--- config.mk ---
export PLATFORM = sky130hd
export DESIGN_NAME = fsr_regs
export DESIGN_NICKNAME = d
export VERILOG_FILES = /design/src/rtl/fsr_pkg.sv /design/src/rtl/fsr_regs.sv
export SDC_FILE = /design/constraint.sdc
export NUM_CORES = 1
export LEC_CHECK = 0
export BUFFER_PORTS_ARGS = -buffer_cell sky130_fd_sc_hd__buf_2
export CAP_MARGIN = 20
export CORE_ASPECT_RATIO = 1.2
export CORE_MARGIN = 3
export CORE_UTILIZATION = 42
export DETAILED_ROUTE_END_ITERATION = 7
export GPL_ROUTABILITY_DRIVEN = 0
export PLACE_DENSITY = 0.75
export SKIP_LAST_GASP = 1
export SLEW_MARGIN = 20
export SYNTH_ARGS = -nofsm -noshare
export SYNTH_HDL_FRONTEND = slang
export SYNTH_SLANG_ARGS = --single-unit
--- constraint.sdc ---
create_clock -name ref_clk -period 2.65 [get_ports ref_clk]
set_input_delay 0.1325 -clock ref_clk [delete_from_list [all_inputs] [get_ports ref_clk]]
set_output_delay 0.1325 -clock ref_clk [all_outputs]
set_load 0.05 [all_outputs]
--- src/rtl/fsr_pkg.sv ---
// Package: register map, field layout and constants of the fault status block
package fsr_pkg;
  // ----------------------------------------------------------------------------
  // Register byte offsets
  // ----------------------------------------------------------------------------
  localparam logic [3:0] OFS_FAULT_CTRL   = 4'h0;
  localparam logic [3:0] OFS_CTRL_INV     = 4'h4;
  localparam logic [3:0] OFS_MON_LATCHED  = 4'h8;
  localparam logic [3:0] OFS_MON_LIVE     = 4'hc;
  localparam logic [4:0] OFS_IO_ERR       = 5'h10;
  localparam logic [4:0] OFS_IRQ_MASK     = 5'h14;
  localparam logic [4:0] OFS_IO_MASK      = 5'h18;
  localparam logic [4:0] OFS_IO_INJECT    = 5'h1c;
  // ----------------------------------------------------------------------------
  // Field positions
  // ----------------------------------------------------------------------------
  localparam int CLR_BIT   = 6;
  localparam int CNT_LSB   = 2;
  localparam int CNT_MSB   = 5;
  localparam int LIM_MSB   = 1;
  localparam int IO_B_BIT  = 14;
  localparam int IO_A_BIT  = 13;
  localparam int MON_BITS  = 15;
  localparam logic [15:0] MON_MASK = 16'h7fff;
  localparam logic [15:0] IO_MASK  = 16'h6000;
  // ----------------------------------------------------------------------------
  // Reset values and limit decode
  // ----------------------------------------------------------------------------
  localparam logic [15:0] RST16    = 16'h0000;
  localparam logic [1:0]  RST_LIM  = 2'h0;
  localparam logic [3:0]  RST_CNT  = 4'h0;
  localparam logic [3:0]  CNT_ONE  = 4'h1;
  localparam logic [3:0]  MAX_L0   = 4'h1;
  localparam logic [3:0]  MAX_L1   = 4'h2;
  localparam logic [3:0]  MAX_L2   = 4'h6;
  localparam logic [3:0]  MAX_L3   = 4'hc;
  localparam logic [1:0]  LIM_C0   = 2'h0;
  localparam logic [1:0]  LIM_C1   = 2'h1;
  localparam logic [1:0]  LIM_C2   = 2'h2;
endpackage

--- src/rtl/fsr_regs.sv ---
// Fault status register slice with Wishbone slave and interrupt
//
// Local design decisions: the Wishbone interface to the registers and the address map.
`timescale 1ns/1ps
`default_nettype none
// What this block does
// [RULE1] Inverse register bit 6 holds complement of the counter clear command.
// [RULE2] Inverse register bits 1:0 hold inverted copy of the counter limit.
// [RULE3] New counter limit applies only when it equals inverse of inverted field.
// [RULE4] Limit codes 00,01,10,11 decode to maximum counts 1,2,6,12.
// [RULE5] Writing one to clear command resets the counter, then self-clears.
// [RULE6] Latched bit 14 sets when second switcher hits current limit.
// [RULE7] Latched bit 13 sets when first switcher hits current limit.
// [RULE8] Latched bit 12 sets on thermal shutdown.
// [RULE9] Latched undervoltage bits 11..6: switcher b, a, monitors d..a.
// [RULE10] Latched overvoltage bits 5..0: switcher b, a, monitors d..a.
// [RULE11] Live bits 14 and 13 follow present switcher current limits.
// [RULE12] Live bit 12 follows present thermal shutdown.
// [RULE13] Live bits 11..6 follow present undervoltage, same ordering.
// [RULE14] Live bits 5..0 follow present overvoltage, same ordering.
// [RULE15] IO error bits 14 and 13 set on fault input b and a errors.
// [RULE16] Every field resets to zero on power-on reset only.
// [RULE17] Latched flag sets while live condition is high, stays until cleared.
// [RULE18] Software writing one to a latched flag clears it.
module fsr_regs (
  input  wire logic        ref_clk,
  input  wire logic        sys_rst,
  input  wire logic [4:0]  wb_adr_i,
  input  wire logic [31:0] wb_dat_i,
  output logic      [31:0] wb_dat_o,
  input  wire logic        wb_we_i,
  input  wire logic [3:0]  wb_sel_i,
  input  wire logic        wb_stb_i,
  input  wire logic        wb_cyc_i,
  output logic             wb_ack_o,
  input  wire logic [14:0] monitorCond,
  input  wire logic        faultInAError,
  input  wire logic        faultInBError,
  input  wire logic        faultEvent,
  output logic      [3:0]  faultCountValue,
  output logic      [3:0]  faultCountMax,
  output logic             faultCountReached,
  output logic             irq
);
  // ----------------------------------------------------------------------------
  // Input synchronisers
  // ----------------------------------------------------------------------------
  logic [17:0] syncMeta;
  logic [17:0] syncOut;
  logic [17:0] next_syncMeta;
  logic [17:0] next_syncOut;
  logic [14:0] liveCond;
  logic        faultInA;
  logic        faultInB;
  logic        faultEvt;
  logic        faultEvtLast;
  logic        next_faultEvtLast;

  always_comb begin
    next_syncMeta     = {faultEvent, faultInBError, faultInAError, monitorCond};
    next_syncOut      = syncMeta;
    next_faultEvtLast = syncOut[17];
  end

  always_ff @(posedge ref_clk) begin
    if (sys_rst) begin
      syncMeta     <= 18'h00000;
      syncOut      <= 18'h00000;
      faultEvtLast <= 1'b0;
    end else begin
      syncMeta     <= next_syncMeta;
      syncOut      <= next_syncOut;
      faultEvtLast <= next_faultEvtLast;
    end
  end

  assign liveCond = syncOut[14:0]; // RULE11 RULE12 RULE13 RULE14
  assign faultInA = syncOut[15];
  assign faultInB = syncOut[16];
  // Edge taken after sync; an event shorter than one clock may be missed
  assign faultEvt = syncOut[17] & ~faultEvtLast;

  // ----------------------------------------------------------------------------
  // Register state
  // ----------------------------------------------------------------------------
  logic [15:0] monLatched;
  logic [15:0] ioErr;
  logic [15:0] irqMask;
  logic [15:0] ioMask;
  logic [1:0]  counterLimit;
  logic [1:0]  invCounterLimit;
  logic        invCounterClear;
  logic        counterClearCmd;
  logic [3:0]  countVal;
  logic        ackQ;
  logic [31:0] rdData;
  logic [15:0] next_monLatched;
  logic [15:0] next_ioErr;
  logic [15:0] next_irqMask;
  logic [15:0] next_ioMask;
  logic [1:0]  next_counterLimit;
  logic [1:0]  next_invCounterLimit;
  logic        next_invCounterClear;
  logic        next_counterClearCmd;
  logic [3:0]  next_countVal;
  logic        next_ackQ;
  logic [31:0] next_rdData;
  logic        wrStrobe;
  logic        rdStrobe;
  logic [15:0] wrData;
  logic        loByte;
  logic        hiByte;
  logic [15:0] liveWord;
  logic [15:0] ioSet;

  assign wrStrobe = wb_cyc_i & wb_stb_i & wb_we_i & ~ackQ;
  assign rdStrobe = wb_cyc_i & wb_stb_i & ~wb_we_i & ~ackQ;
  assign loByte   = wb_sel_i[0];
  assign hiByte   = wb_sel_i[1];
  assign wrData   = wb_dat_i[15:0] & {{8{hiByte}}, {8{loByte}}};
  assign liveWord = {1'b0, liveCond};
  assign ioSet    = {1'b0, faultInB, faultInA, 13'h0000} & fsr_pkg::IO_MASK; // RULE15

  always_comb begin
    next_monLatched      = monLatched;
    next_ioErr           = ioErr;
    next_irqMask         = irqMask;
    next_ioMask          = ioMask;
    next_counterLimit    = counterLimit;
    next_invCounterLimit = invCounterLimit;
    next_invCounterClear = invCounterClear;
    next_counterClearCmd = 1'b0; // RULE5
    next_countVal        = countVal;
    next_ackQ            = wb_cyc_i & wb_stb_i & ~ackQ;
    next_rdData          = rdData;
    // Clear first so a coincident event set wins
    if (wrStrobe && wb_adr_i == {1'b0, fsr_pkg::OFS_MON_LATCHED}) begin
      next_monLatched = monLatched & ~wrData; // RULE18
    end
    if (wrStrobe && wb_adr_i == fsr_pkg::OFS_IO_ERR) begin
      next_ioErr = ioErr & ~wrData;
    end
    next_monLatched = (next_monLatched | liveWord) & fsr_pkg::MON_MASK; // RULE6 RULE7 RULE8 RULE9 RULE10 RULE17
    next_ioErr      = next_ioErr | ioSet; // RULE15
    if (wrStrobe && wb_adr_i == fsr_pkg::OFS_IRQ_MASK) begin
      next_irqMask = (wrData | (irqMask & ~{{8{hiByte}}, {8{loByte}}})) & fsr_pkg::MON_MASK;
    end
    if (wrStrobe && wb_adr_i == fsr_pkg::OFS_IO_MASK) begin
      next_ioMask = (wrData | (ioMask & ~{{8{hiByte}}, {8{loByte}}})) & fsr_pkg::IO_MASK;
    end
    if (wrStrobe && loByte && wb_adr_i == {1'b0, fsr_pkg::OFS_CTRL_INV}) begin
      next_invCounterClear = wb_dat_i[fsr_pkg::CLR_BIT];       // RULE1
      next_invCounterLimit = wb_dat_i[fsr_pkg::LIM_MSB:0];     // RULE2
    end
    if (wrStrobe && loByte && wb_adr_i == {1'b0, fsr_pkg::OFS_FAULT_CTRL}) begin
      // Mismatched limit writes are dropped, not partially applied
      if (wb_dat_i[fsr_pkg::LIM_MSB:0] == ~invCounterLimit) begin
        next_counterLimit = wb_dat_i[fsr_pkg::LIM_MSB:0]; // RULE3
      end
      if (wb_dat_i[fsr_pkg::CLR_BIT] && !invCounterClear) begin
        next_counterClearCmd = 1'b1; // RULE1 RULE5
      end
    end
    if (counterClearCmd) begin
      next_countVal = fsr_pkg::RST_CNT; // RULE5
    end else if (faultEvt && countVal < faultCountMax) begin
      // Less-than, so a lowered limit freezes the count instead of wrapping it
      next_countVal = countVal + fsr_pkg::CNT_ONE;
    end
    unique case (wb_adr_i)
      {1'b0, fsr_pkg::OFS_FAULT_CTRL}:
        next_rdData = {25'h0000000, counterClearCmd, countVal, counterLimit};
      {1'b0, fsr_pkg::OFS_CTRL_INV}:
        next_rdData = {25'h0000000, invCounterClear, 4'h0, invCounterLimit};
      {1'b0, fsr_pkg::OFS_MON_LATCHED}: next_rdData = {16'h0000, monLatched};
      {1'b0, fsr_pkg::OFS_MON_LIVE}:    next_rdData = {16'h0000, liveWord};
      fsr_pkg::OFS_IO_ERR:              next_rdData = {16'h0000, ioErr};
      fsr_pkg::OFS_IRQ_MASK:            next_rdData = {16'h0000, irqMask};
      fsr_pkg::OFS_IO_MASK:             next_rdData = {16'h0000, ioMask};
      default:                          next_rdData = 32'h00000000;
    endcase
    if (!rdStrobe) begin
      next_rdData = rdData;
    end
  end

  always_ff @(posedge ref_clk) begin
    if (sys_rst) begin // RULE16
      monLatched      <= fsr_pkg::RST16;
      ioErr           <= fsr_pkg::RST16;
      irqMask         <= fsr_pkg::RST16;
      ioMask          <= fsr_pkg::RST16;
      counterLimit    <= fsr_pkg::RST_LIM;
      invCounterLimit <= fsr_pkg::RST_LIM;
      invCounterClear <= 1'b0;
      counterClearCmd <= 1'b0;
      countVal        <= fsr_pkg::RST_CNT;
      ackQ            <= 1'b0;
      rdData          <= 32'h00000000;
    end else begin
      monLatched      <= next_monLatched;
      ioErr           <= next_ioErr;
      irqMask         <= next_irqMask;
      ioMask          <= next_ioMask;
      counterLimit    <= next_counterLimit;
      invCounterLimit <= next_invCounterLimit;
      invCounterClear <= next_invCounterClear;
      counterClearCmd <= next_counterClearCmd;
      countVal        <= next_countVal;
      ackQ            <= next_ackQ;
      rdData          <= next_rdData;
    end
  end

  // ----------------------------------------------------------------------------
  // Limit decode and outputs
  // ----------------------------------------------------------------------------
  always_comb begin
    unique case (counterLimit) // RULE4
      fsr_pkg::LIM_C0: faultCountMax = fsr_pkg::MAX_L0;
      fsr_pkg::LIM_C1: faultCountMax = fsr_pkg::MAX_L1;
      fsr_pkg::LIM_C2: faultCountMax = fsr_pkg::MAX_L2;
      default:         faultCountMax = fsr_pkg::MAX_L3;
    endcase
  end

  assign faultCountValue   = countVal;
  assign faultCountReached = (countVal == faultCountMax);
  assign wb_ack_o          = ackQ;
  assign wb_dat_o          = rdData;
  assign irq               = |(monLatched & irqMask) | |(ioErr & ioMask);
endmodule
`default_nettype wire

==> impl_metrics.yaml, run 1 <==
status:
  status: "finished with violations"
  failed_checks: "hold timing"
route:
  drc: 0
  wl_met1_um: 4830
  met2_wirelength_um: 5710
  met3WireLength_um: 994
  vias_per_cell: 5.35
  vias: 4041
  drtAntennaViolNets: 0
  dr.pass1.iters: 5
  avgRoutedWirePerCell_um: 15.7
  wl_um: 11900
  highest_layer: "met4"
  drt_iter0_drc: 394
sta:
  fin_crit_sh_pct: 86.9
  clock_skew_ps: 7.25
  period_needed_ps: 2300
  maxSlewViolCount: 0
  setup_violations: 0
  relSlewSlack_pct: 45.9
  hold_violations: 1
  rsz0062_at_grt: "no"
  worst_pin_slew_ps: 812
  hold_slack_ps: -0.345
  final.setup.tns_ps: 0
  fmax_ghz: 0.434
logic_synthesis:
  ys.flop_type: "dfxtp_1"
  synth.distinct_cells: 61
  syn_area_sq_mm: 0.00479
  async_flop_share_pct: 0
  ys.warnings.count: 0
  ys_seq_elements: 112
  synth_top_area_cell: "dfxtp_1"
  yosysSeqAreaShare_pct: 46.8
  synthCells: 508
  synth_edf_count: 0
  ys_top_cells_by_count: "dfxtp_1 (112), nor2_1 (47), nor2b_1 (39)"
  synth_top_cell_area_share_pct: 46.8
  synthTopCellsByArea: "dfxtp_1 (47%), mux2i_1 (6.3%), nor2b_1 (5.1%), nor2_1 (3.7%), a311oi_1 (3.7%)"
  synthMostInstantiatedCell: "dfxtp_1"
  syn_avg_cell_area_sq_um: 9.44
grt:
  grt_max_degree: 82
  grt.total_usage_pct: 18.3
  antenna_found_initial: 0
  grt.overflow.total: 0
  grt_pass1_vias: 3756
  grt_pass1_wl_um: 18700
setup_path:
  arrival_ps: 2570
  setup.worst_path.end_class: "flip-flop"
  startpoint_type: "flip-flop"
  crit_fanout: 6
  criticalPathCategory: "reg2reg"
  required_ps: 2920
floorplan:
  boundaryPins: 107
  fp-row-count: 42
  design.die.area_sq_mm: 0.0127
  coreArea_sq_mm: 0.0111
  initial_core_util_pct: 43.2
  fp.dieH_um: 123
  die_x_um: 104
cts:
  cts_buffers: 9
  cts_tree: "done"
  clock_latency_ps: 350
  htree_num_levels: 3
  cts_resized: 0
  clk_path_buf_depth: 2
  path_clk_slew_ps: 70
  clockRootBuffer: "clkbuf_16"
  cts.sinks: 112
power_and_ir_drop:
  ir_worst_vdd_uv: 311
  power_leakage_nw: 2.46
  total_power_mw: 3.31
  powerDensity_mw_per_mm2: 578
placement:
  detailed_place_hpwl_um: 8500
  io_buffers: 72
  placed_cells: 717
layout:
  antennaDiodeCount: 0
  final_layout_size_suffix_gt1_share_pct: 19.6
  fin_cells: 756
  nNetsFinal: 669
  syn_to_final_growth_pct: 19.5
flow_run:
  maxCapViolCount: 0
hold_path:
  min_path_type: "in2reg"
## timing repair
item                                    CTS  global route
hold buffers                             23             0
endpoints found under the setup margin    0             0
hold endpoints to repair                 25             0
setup buffers                             0             0
## metrics by stage
step                utilization [%]  setup WS, ps  area [sq um]
floorplan                         -           192          4850
global placement               47.1           473          5230
detailed placement             47.1           370          5230
CTS                            51.7           350          5730
global route                   51.7           238          5730
finish                         51.7           347          5730
## path summary, 6_finish.rpt
check             startpoint                 end  slack (ps)  depth (start not counted)
min          monitorCond[14]    next_syncOut[14]        -0.3                          2
min reg2reg         ioErr[3]            ioErr[3]         430                          2
max          counterLimit[0]  faultCountValue[2]         350                          8
max reg2reg  counterLimit[0]  faultCountValue[2]         350                          8
## area by class of cell
type | count | area (sq um)
Multi-Input combinational cell | 345 | 2270
Sequential cell | 112 | 2240
Clock buffer | 10 | 229
Clock inverter | 6 | 41.3
Timing Repair Buffer | 104 | 658
Inverter | 25 | 93.8
Tap cell | 154 | 193
Fill cell | 1010 | 5360
## layout by cell type, fill, tap and decap left out, types with 8 or more instances in the layout
cell type and n:
dlygate4sd3_1 23, ha_1 8, buf_2 72, dfxtp_1 112
mux2i_1 30, nand3_1 25, and3_1 19, nor2b_1 39
inv_1 25, buf_4 9, a311oi_1 20, o21ai_0 14
clkbuf_16 9, nor2_1 47, conb_1 16, nand2_1 26
a21oi_1 16, a22oi_1 10
## kinds of logic (layout without fill, tap and decap cells)
logic type      after synthesis  in the layout  synth area share (%)
mux                          33             33                  7.20
compound gates               88             88                  13.2
simple gates                198            198                  23.3
flops                       112            112                  46.8
other cells                   1             16                0.0782
fa+ha+maj                     8              8                  2.09
xor+xnor                      2              2                 0.366
buf+inv                      66            145                  7.02
## where the power goes
part	total, mW	internal (mW)	switching [mW]
combinational	0.304	0.107	0.197
clock	1.25	0.642	0.610
sequential	1.75	1.72	0.0287
## layer usage
metal	GRT usage, %	up-vias
li1	-	1951
met1	22.2	1871
met2	31.2	192
met3	4.02	27
met4	8.73	0
met5	0	-
## critical path, cell delays in order (launching register included)
cell and delay [ps]:
dfxtp_1 400, inv_1 80, ha_1 290, inv_1 50, ha_1 280, nor2b_1 150
o31a_1 300, or4_1 480, a21oi_1 200
No activity file was read; power rests on OpenSTA's default activity.
==> run 2, diff against run 1 <==
- clock period: 2.65 -> 2.9 ns (I/O delays scaled with it)
==> run 2 against run 1 <==
  * The run still ends with hold timing left
  * Setup slack better by 270 ps
  * Global-route usage grew 0.26 points
  * Final cell count fell by 0.79%
  * Critical path type unchanged
  * Die area is the same
  * Non-clock buffer count down 6
  * Combinational power down 9.5%
==> impl_metrics.yaml, run 2 (same netlist as run 1, synthesis figures left out) <==
placement:
  io_buffers: 72
  detailed_place_hpwl_um: 8420
  postPlaceCellArea_sq_mm: 0.00520
  placed_cells: 713
grt:
  antenna_found_initial: 0
  grt.overflow.total: 0
  grt.total_usage_pct: 18.5
  grt_max_degree: 83
  grt_pass1_vias: 3903
  grt_pass1_wl_um: 19100
setup_path:
  slowest_delay_ps: 520
  required_ps: 3180
  r2r_cells: 8
  slowest_stage: "or4_1"
  r2r-end: "faultCountValue[3]"
  arrival_ps: 2560
  path_cells: "inv_1 > ha_1 > inv_1 > ha_1 > nor2b_1 > o31a_1 > or4_1 > a21oi_1"
  crit_fanout: 6
  setup.worst_path.end_class: "flip-flop"
  startpoint_type: "flip-flop"
  worstReg2RegStart: "counterLimit[1]"
  criticalPathCategory: "reg2reg"
  timing.reg2reg.setup_slack_ps: 620
layout:
  fin_cells: 750
  nNetsFinal: 663
  antennaDiodeCount: 0
  syn_to_final_growth_pct: 19.0
  final-seq-area_sq_mm: 0.00224
  fin_area_sq_mm: 0.00570
  fillCellCount: 1020
  final_layout_size_suffix_gt1_share_pct: 19.3
  multi_input_area_sq_mm: 0.00227
  mostFrequentLayoutCells: "dfxtp_1 (112), buf_2 (72), nor2_1 (47), nor2b_1 (39), mux2i_1 (30)"
  final_common_cell: "dfxtp_1"
sta:
  relSlewSlack_pct: 43.7
  period_needed_ps: 2280
  rsz0062_at_grt: "no"
  hold_violations: 1
  setup_violations: 0
  fmax_ghz: 0.439
  maxSlewViolCount: 0
  fin_crit_sh_pct: 78.6
  clock_skew_ps: 10.3
  hold_slack_ps: -0.0162
  worst_pin_slew_ps: 845
  final.setup.tns_ps: 0
hold_path:
  holdPathEnd: "next_syncOut[2]"
  min_path_type: "in2reg"
  hold_depth: 2
  hold_start: "monitorCond[2]"
cts:
  cts_resized: 0
  clk_path_buf_depth: 2
  path_clk_slew_ps: 80
  clock_latency_ps: 360
  cts_tree: "done"
  htree_num_levels: 3
  cts.sinks: 112
  cts_buffers: 9
  clockRootBuffer: "clkbuf_16"
floorplan:
  coreArea_sq_mm: 0.0111
  design.die.area_sq_mm: 0.0127
  boundaryPins: 107
  die_x_um: 104
  initial_core_util_pct: 43.2
  fp.dieH_um: 123
  fp-row-count: 42
route:
  drc: 0
  drt_iter0_drc: 319
  avgRoutedWirePerCell_um: 15.7
  vias_per_cell: 5.45
  vias: 4091
  drtAntennaViolNets: 0
  wl_um: 11800
  dr.pass1.iters: 5
flow_run:
  maxCapViolCount: 0
status:
  status: "finished with violations"
  failed_checks: "hold timing"
power_and_ir_drop:
  powerDensity_mw_per_mm2: 543
  power_leakage_nw: 2.44
  ir_worst_vdd_uv: 257
-- run 2: cell count changes in the layout (fill, tap and decap cells not counted) --
cell,previous run,this run
buf_4,9,5
clkinv_2,3,1
dlygate4sd3_1,23,21
inv_8,0,2
clkbuf_1,1,0
clkinv_4,1,0
clkinv_8,0,1
inv_6,2,3
-- run 2: how the worst max path moves through the flow --
stage	from	end	slack [ps]
3_5_place_dp	counterLimit[1]	faultCountValue[3]	640
2_1_floorplan	counterLimit[1]	faultCountValue[3]	440
3_3_place_gp	counterLimit[1]	faultCountValue[3]	710
6_report	counterLimit[1]	faultCountValue[3]	620
5_1_grt	counterLimit[1]	faultCountValue[2]	500
4_1_cts	counterLimit[1]	faultCountValue[3]	620
-- run 2: critical path, delay by kind of cell (launching register included) --
family,cells,cell delay [ps]
buffers and inverters,2,140
flip-flops,1,400
AO/OA/AOI/OAI,2,440
AND/OR/NAND/NOR,2,670
adder cells (fa/ha/maj),2,560
-- run 2: metrics by stage --
step           power [mW]  util, %  worst slack (ps)
4_1_cts              3.11     51.4               619
2_1_floorplan        1.82        -               442
5_1_grt              3.20     51.4               498
6_report             3.10     51.4               620
3_3_place_gp         1.88     46.9               711
3_5_place_dp         1.89     46.9               637
-- run 2: area by class of cell --
type	count	area share (%)
well taps	154	3.38
clock inverters	7	1.23
flip-flops and latches	112	39.3
inverters	25	1.65
clock buffers	9	3.95
multi-input cells	345	39.8
repair buffers	98	10.7
-- run 2: power breakdown --
group	total (mW)	switching, mW	internal (mW)
sequential	1.60	0.0260	1.58
clock	1.22	0.611	0.611
combinational	0.275	0.179	0.0953
-- run 2: timing repair --
action,4_1_cts,5_1_grt
setup buffers,0,0
hold endpoints to repair,22,0
hold buffers,21,0
setup endpoints to repair,0,0
-- run 2: metal layers --
| metal | track usage (%) | vias to the layer above | wire, um |
|---|---|---|---|
| met5 | 0 | - | 0 |
| met4 | 10.8 | 0 | 371 |
| met3 | 3.60 | 30 | 921 |
| met2 | 30.6 | 198 | 5620 |
| met1 | 22.8 | 1923 | 4840 |
| li1 | - | 1940 | - |
==> run 3, diff against run 2 <==
- clock period: 2.9 -> 2.3 ns (I/O delays scaled with it)
==> run 3 against run 2 <==
  * The flow now finishes without violations
  * Worst hold slack better by 13 ps
  * Sequential power up 26%
  * Sequential share of layout area fell by 0.94 points
  * Via count decreased by 0.56%
  * Clock skew fell by 1.4 ps
  * Routed wire length is 1.5% higher
  * Maximum frequency increased by 3.8%
  * Flip-flop and latch count did not move
  * Combinational power is 32% higher
  * Final cell count up 1.9%
  * Critical path type unchanged
  * Critical endpoint is now faultCountValue[2]
  * Highest routed layer unchanged
==> impl_metrics.yaml, run 3 (same netlist as run 1, synthesis figures left out) <==
route:
  wl_um: 11900
  drtAntennaViolNets: 0
  vias: 4068
  drt_iter0_drc: 361
  dr.pass1.iters: 5
  vias_per_cell: 5.32
  avgRoutedWirePerCell_um: 15.6
  drc: 0
placement:
  detailed_place_hpwl_um: 8700
  postPlaceCellArea_sq_mm: 0.00527
  io_buffers: 72
  dp_slack_ps: 25.0
layout:
  mostFrequentLayoutCells: "dfxtp_1 (110), buf_2 (72), nor2_1 (47), nor2b_1 (39), mux2i_1 (30)"
  fillCellCount: 995
  fin_area_sq_mm: 0.00586
  final_util_pct: 52.8
  antennaDiodeCount: 0
  final_common_cell: "dfxtp_1"
  nNetsFinal: 677
  syn_to_final_growth_pct: 22.2
  final_layout_size_suffix_gt1_share_pct: 21.5
grt:
  grt_pass1_wl_um: 19300
  grt.overflow.total: 0
  grt_pass1_vias: 3930
  grt.total_usage_pct: 18.8
  antenna_found_initial: 0
  grt_max_degree: 64
setup_path:
  crit_fanout: 6
  arrival_ps: 2480
  required_ps: 2580
  criticalPathCategory: "reg2reg"
  r2r-end: "faultCountValue[2]"
  setup.worst_path.end_class: "flip-flop"
  r2r_cells: 8
  startpoint_type: "flip-flop"
  timing.reg2reg.setup_slack_ps: 100
  worstReg2RegStart: "counterLimit[0]"
hold_path:
  holdPathEnd: "monLatched[9]"
  hold_start: "wb_dat_i[9]"
  min_path_type: "in2reg"
  hold_depth: 2
sta:
  clock_skew_ps: 8.87
  maxSlewViolCount: 0
  fmax_ghz: 0.455
  setup_violations: 0
  setup_slack_ps: 104
  worst_pin_slew_ps: 641
  relSlewSlack_pct: 56.2
  rsz0062_at_grt: "no"
  fin_crit_sh_pct: 95.5
  period_needed_ps: 2200
  final.setup.tns_ps: 0
  hold_violations: 0
cts:
  cts_buffers: 9
  clockRootBuffer: "clkbuf_16"
  htree_num_levels: 3
  cts_tree: "done"
  clock_latency_ps: 350
  cts.sinks: 112
  clk_path_buf_depth: 2
  path_clk_slew_ps: 70
power_and_ir_drop:
  power_leakage_nw: 2.52
  powerDensity_mw_per_mm2: 676
  ir_worst_vdd_uv: 442
floorplan:
  die_x_um: 104
  initial_core_util_pct: 43.2
  fp.dieH_um: 123
  design.die.area_sq_mm: 0.0127
  fp-row-count: 42
  boundaryPins: 107
  coreArea_sq_mm: 0.0111
flow_run:
  maxCapViolCount: 0
status:
  status: "completed"
[run 3: repair_timing]
action                                  CTS  global route
gates resized for setup                   1             6
setup buffers                             0             1
pin swaps                                 0             2
endpoints found under the setup margin    1             2
hold buffers                             26             0
endpoints found under the hold margin    30             0
[run 3: cell type report]
| class | instances | area, sq um | share of cell area (%) |
|---|---|---|---|
| Inverter | 25 | 93.8 | 1.60 |
| Tap cell | 154 | 193 | 3.29 |
| Clock inverter | 6 | 66.3 | 1.13 |
| Multi-Input combinational cell | 345 | 2290 | 39.1 |
| Clock buffer | 10 | 239 | 4.08 |
| Timing Repair Buffer | 112 | 726 | 12.4 |
| Sequential cell | 112 | 2250 | 38.4 |
[run 3: critical path: stages, from the launching register on]
cell,delay (ps)
dfxtp_4,370
inv_2,50
ha_4,250
inv_1,30
ha_1,280
nor2b_1,150
o31a_1,370
or4_1,480
a21oi_1,150
[run 3: worst max path at each step]
stage,cells after the start,to,from,slack (ps)
after floorplan,8,faultCountValue[3],counterLimit[1],60
after global placement,8,faultCountValue[3],counterLimit[0],140
after detailed placement,8,faultCountValue[3],counterLimit[0],20
after CTS,8,faultCountValue[3],counterLimit[0],70
after global routing,8,faultCountValue[2],counterLimit[0],4
final,8,faultCountValue[2],counterLimit[0],100
[run 3: power by group]
| group | total, mW | internal (mW) | switching [mW] |
|---|---|---|---|
| sequential | 2.02 | 1.99 | 0.0327 |
| clock | 1.57 | 0.878 | 0.697 |
| combinational | 0.363 | 0.132 | 0.231 |
| total | 3.96 | 3.00 | 0.960 |
[run 3: stage by stage]
step	total power, mW	hold WS [ps]	cells
6_report	3.96	12.8	764
3_5_place_dp	2.39	322	721
5_1_grt	4.09	15.8	764
4_1_cts	3.98	2.96	763
2_1_floorplan	2.30	202	523
3_3_place_gp	2.38	319	721
[run 3: routing by layer]
layer	share of wire [%]	GRT usage [%]	up-vias
li1	-	-	1966
met2	48	31.5	184
met5	0	0	-
met3	6.8	4.44	40
met4	3.3	9.48	0
met1	42	22.9	1878
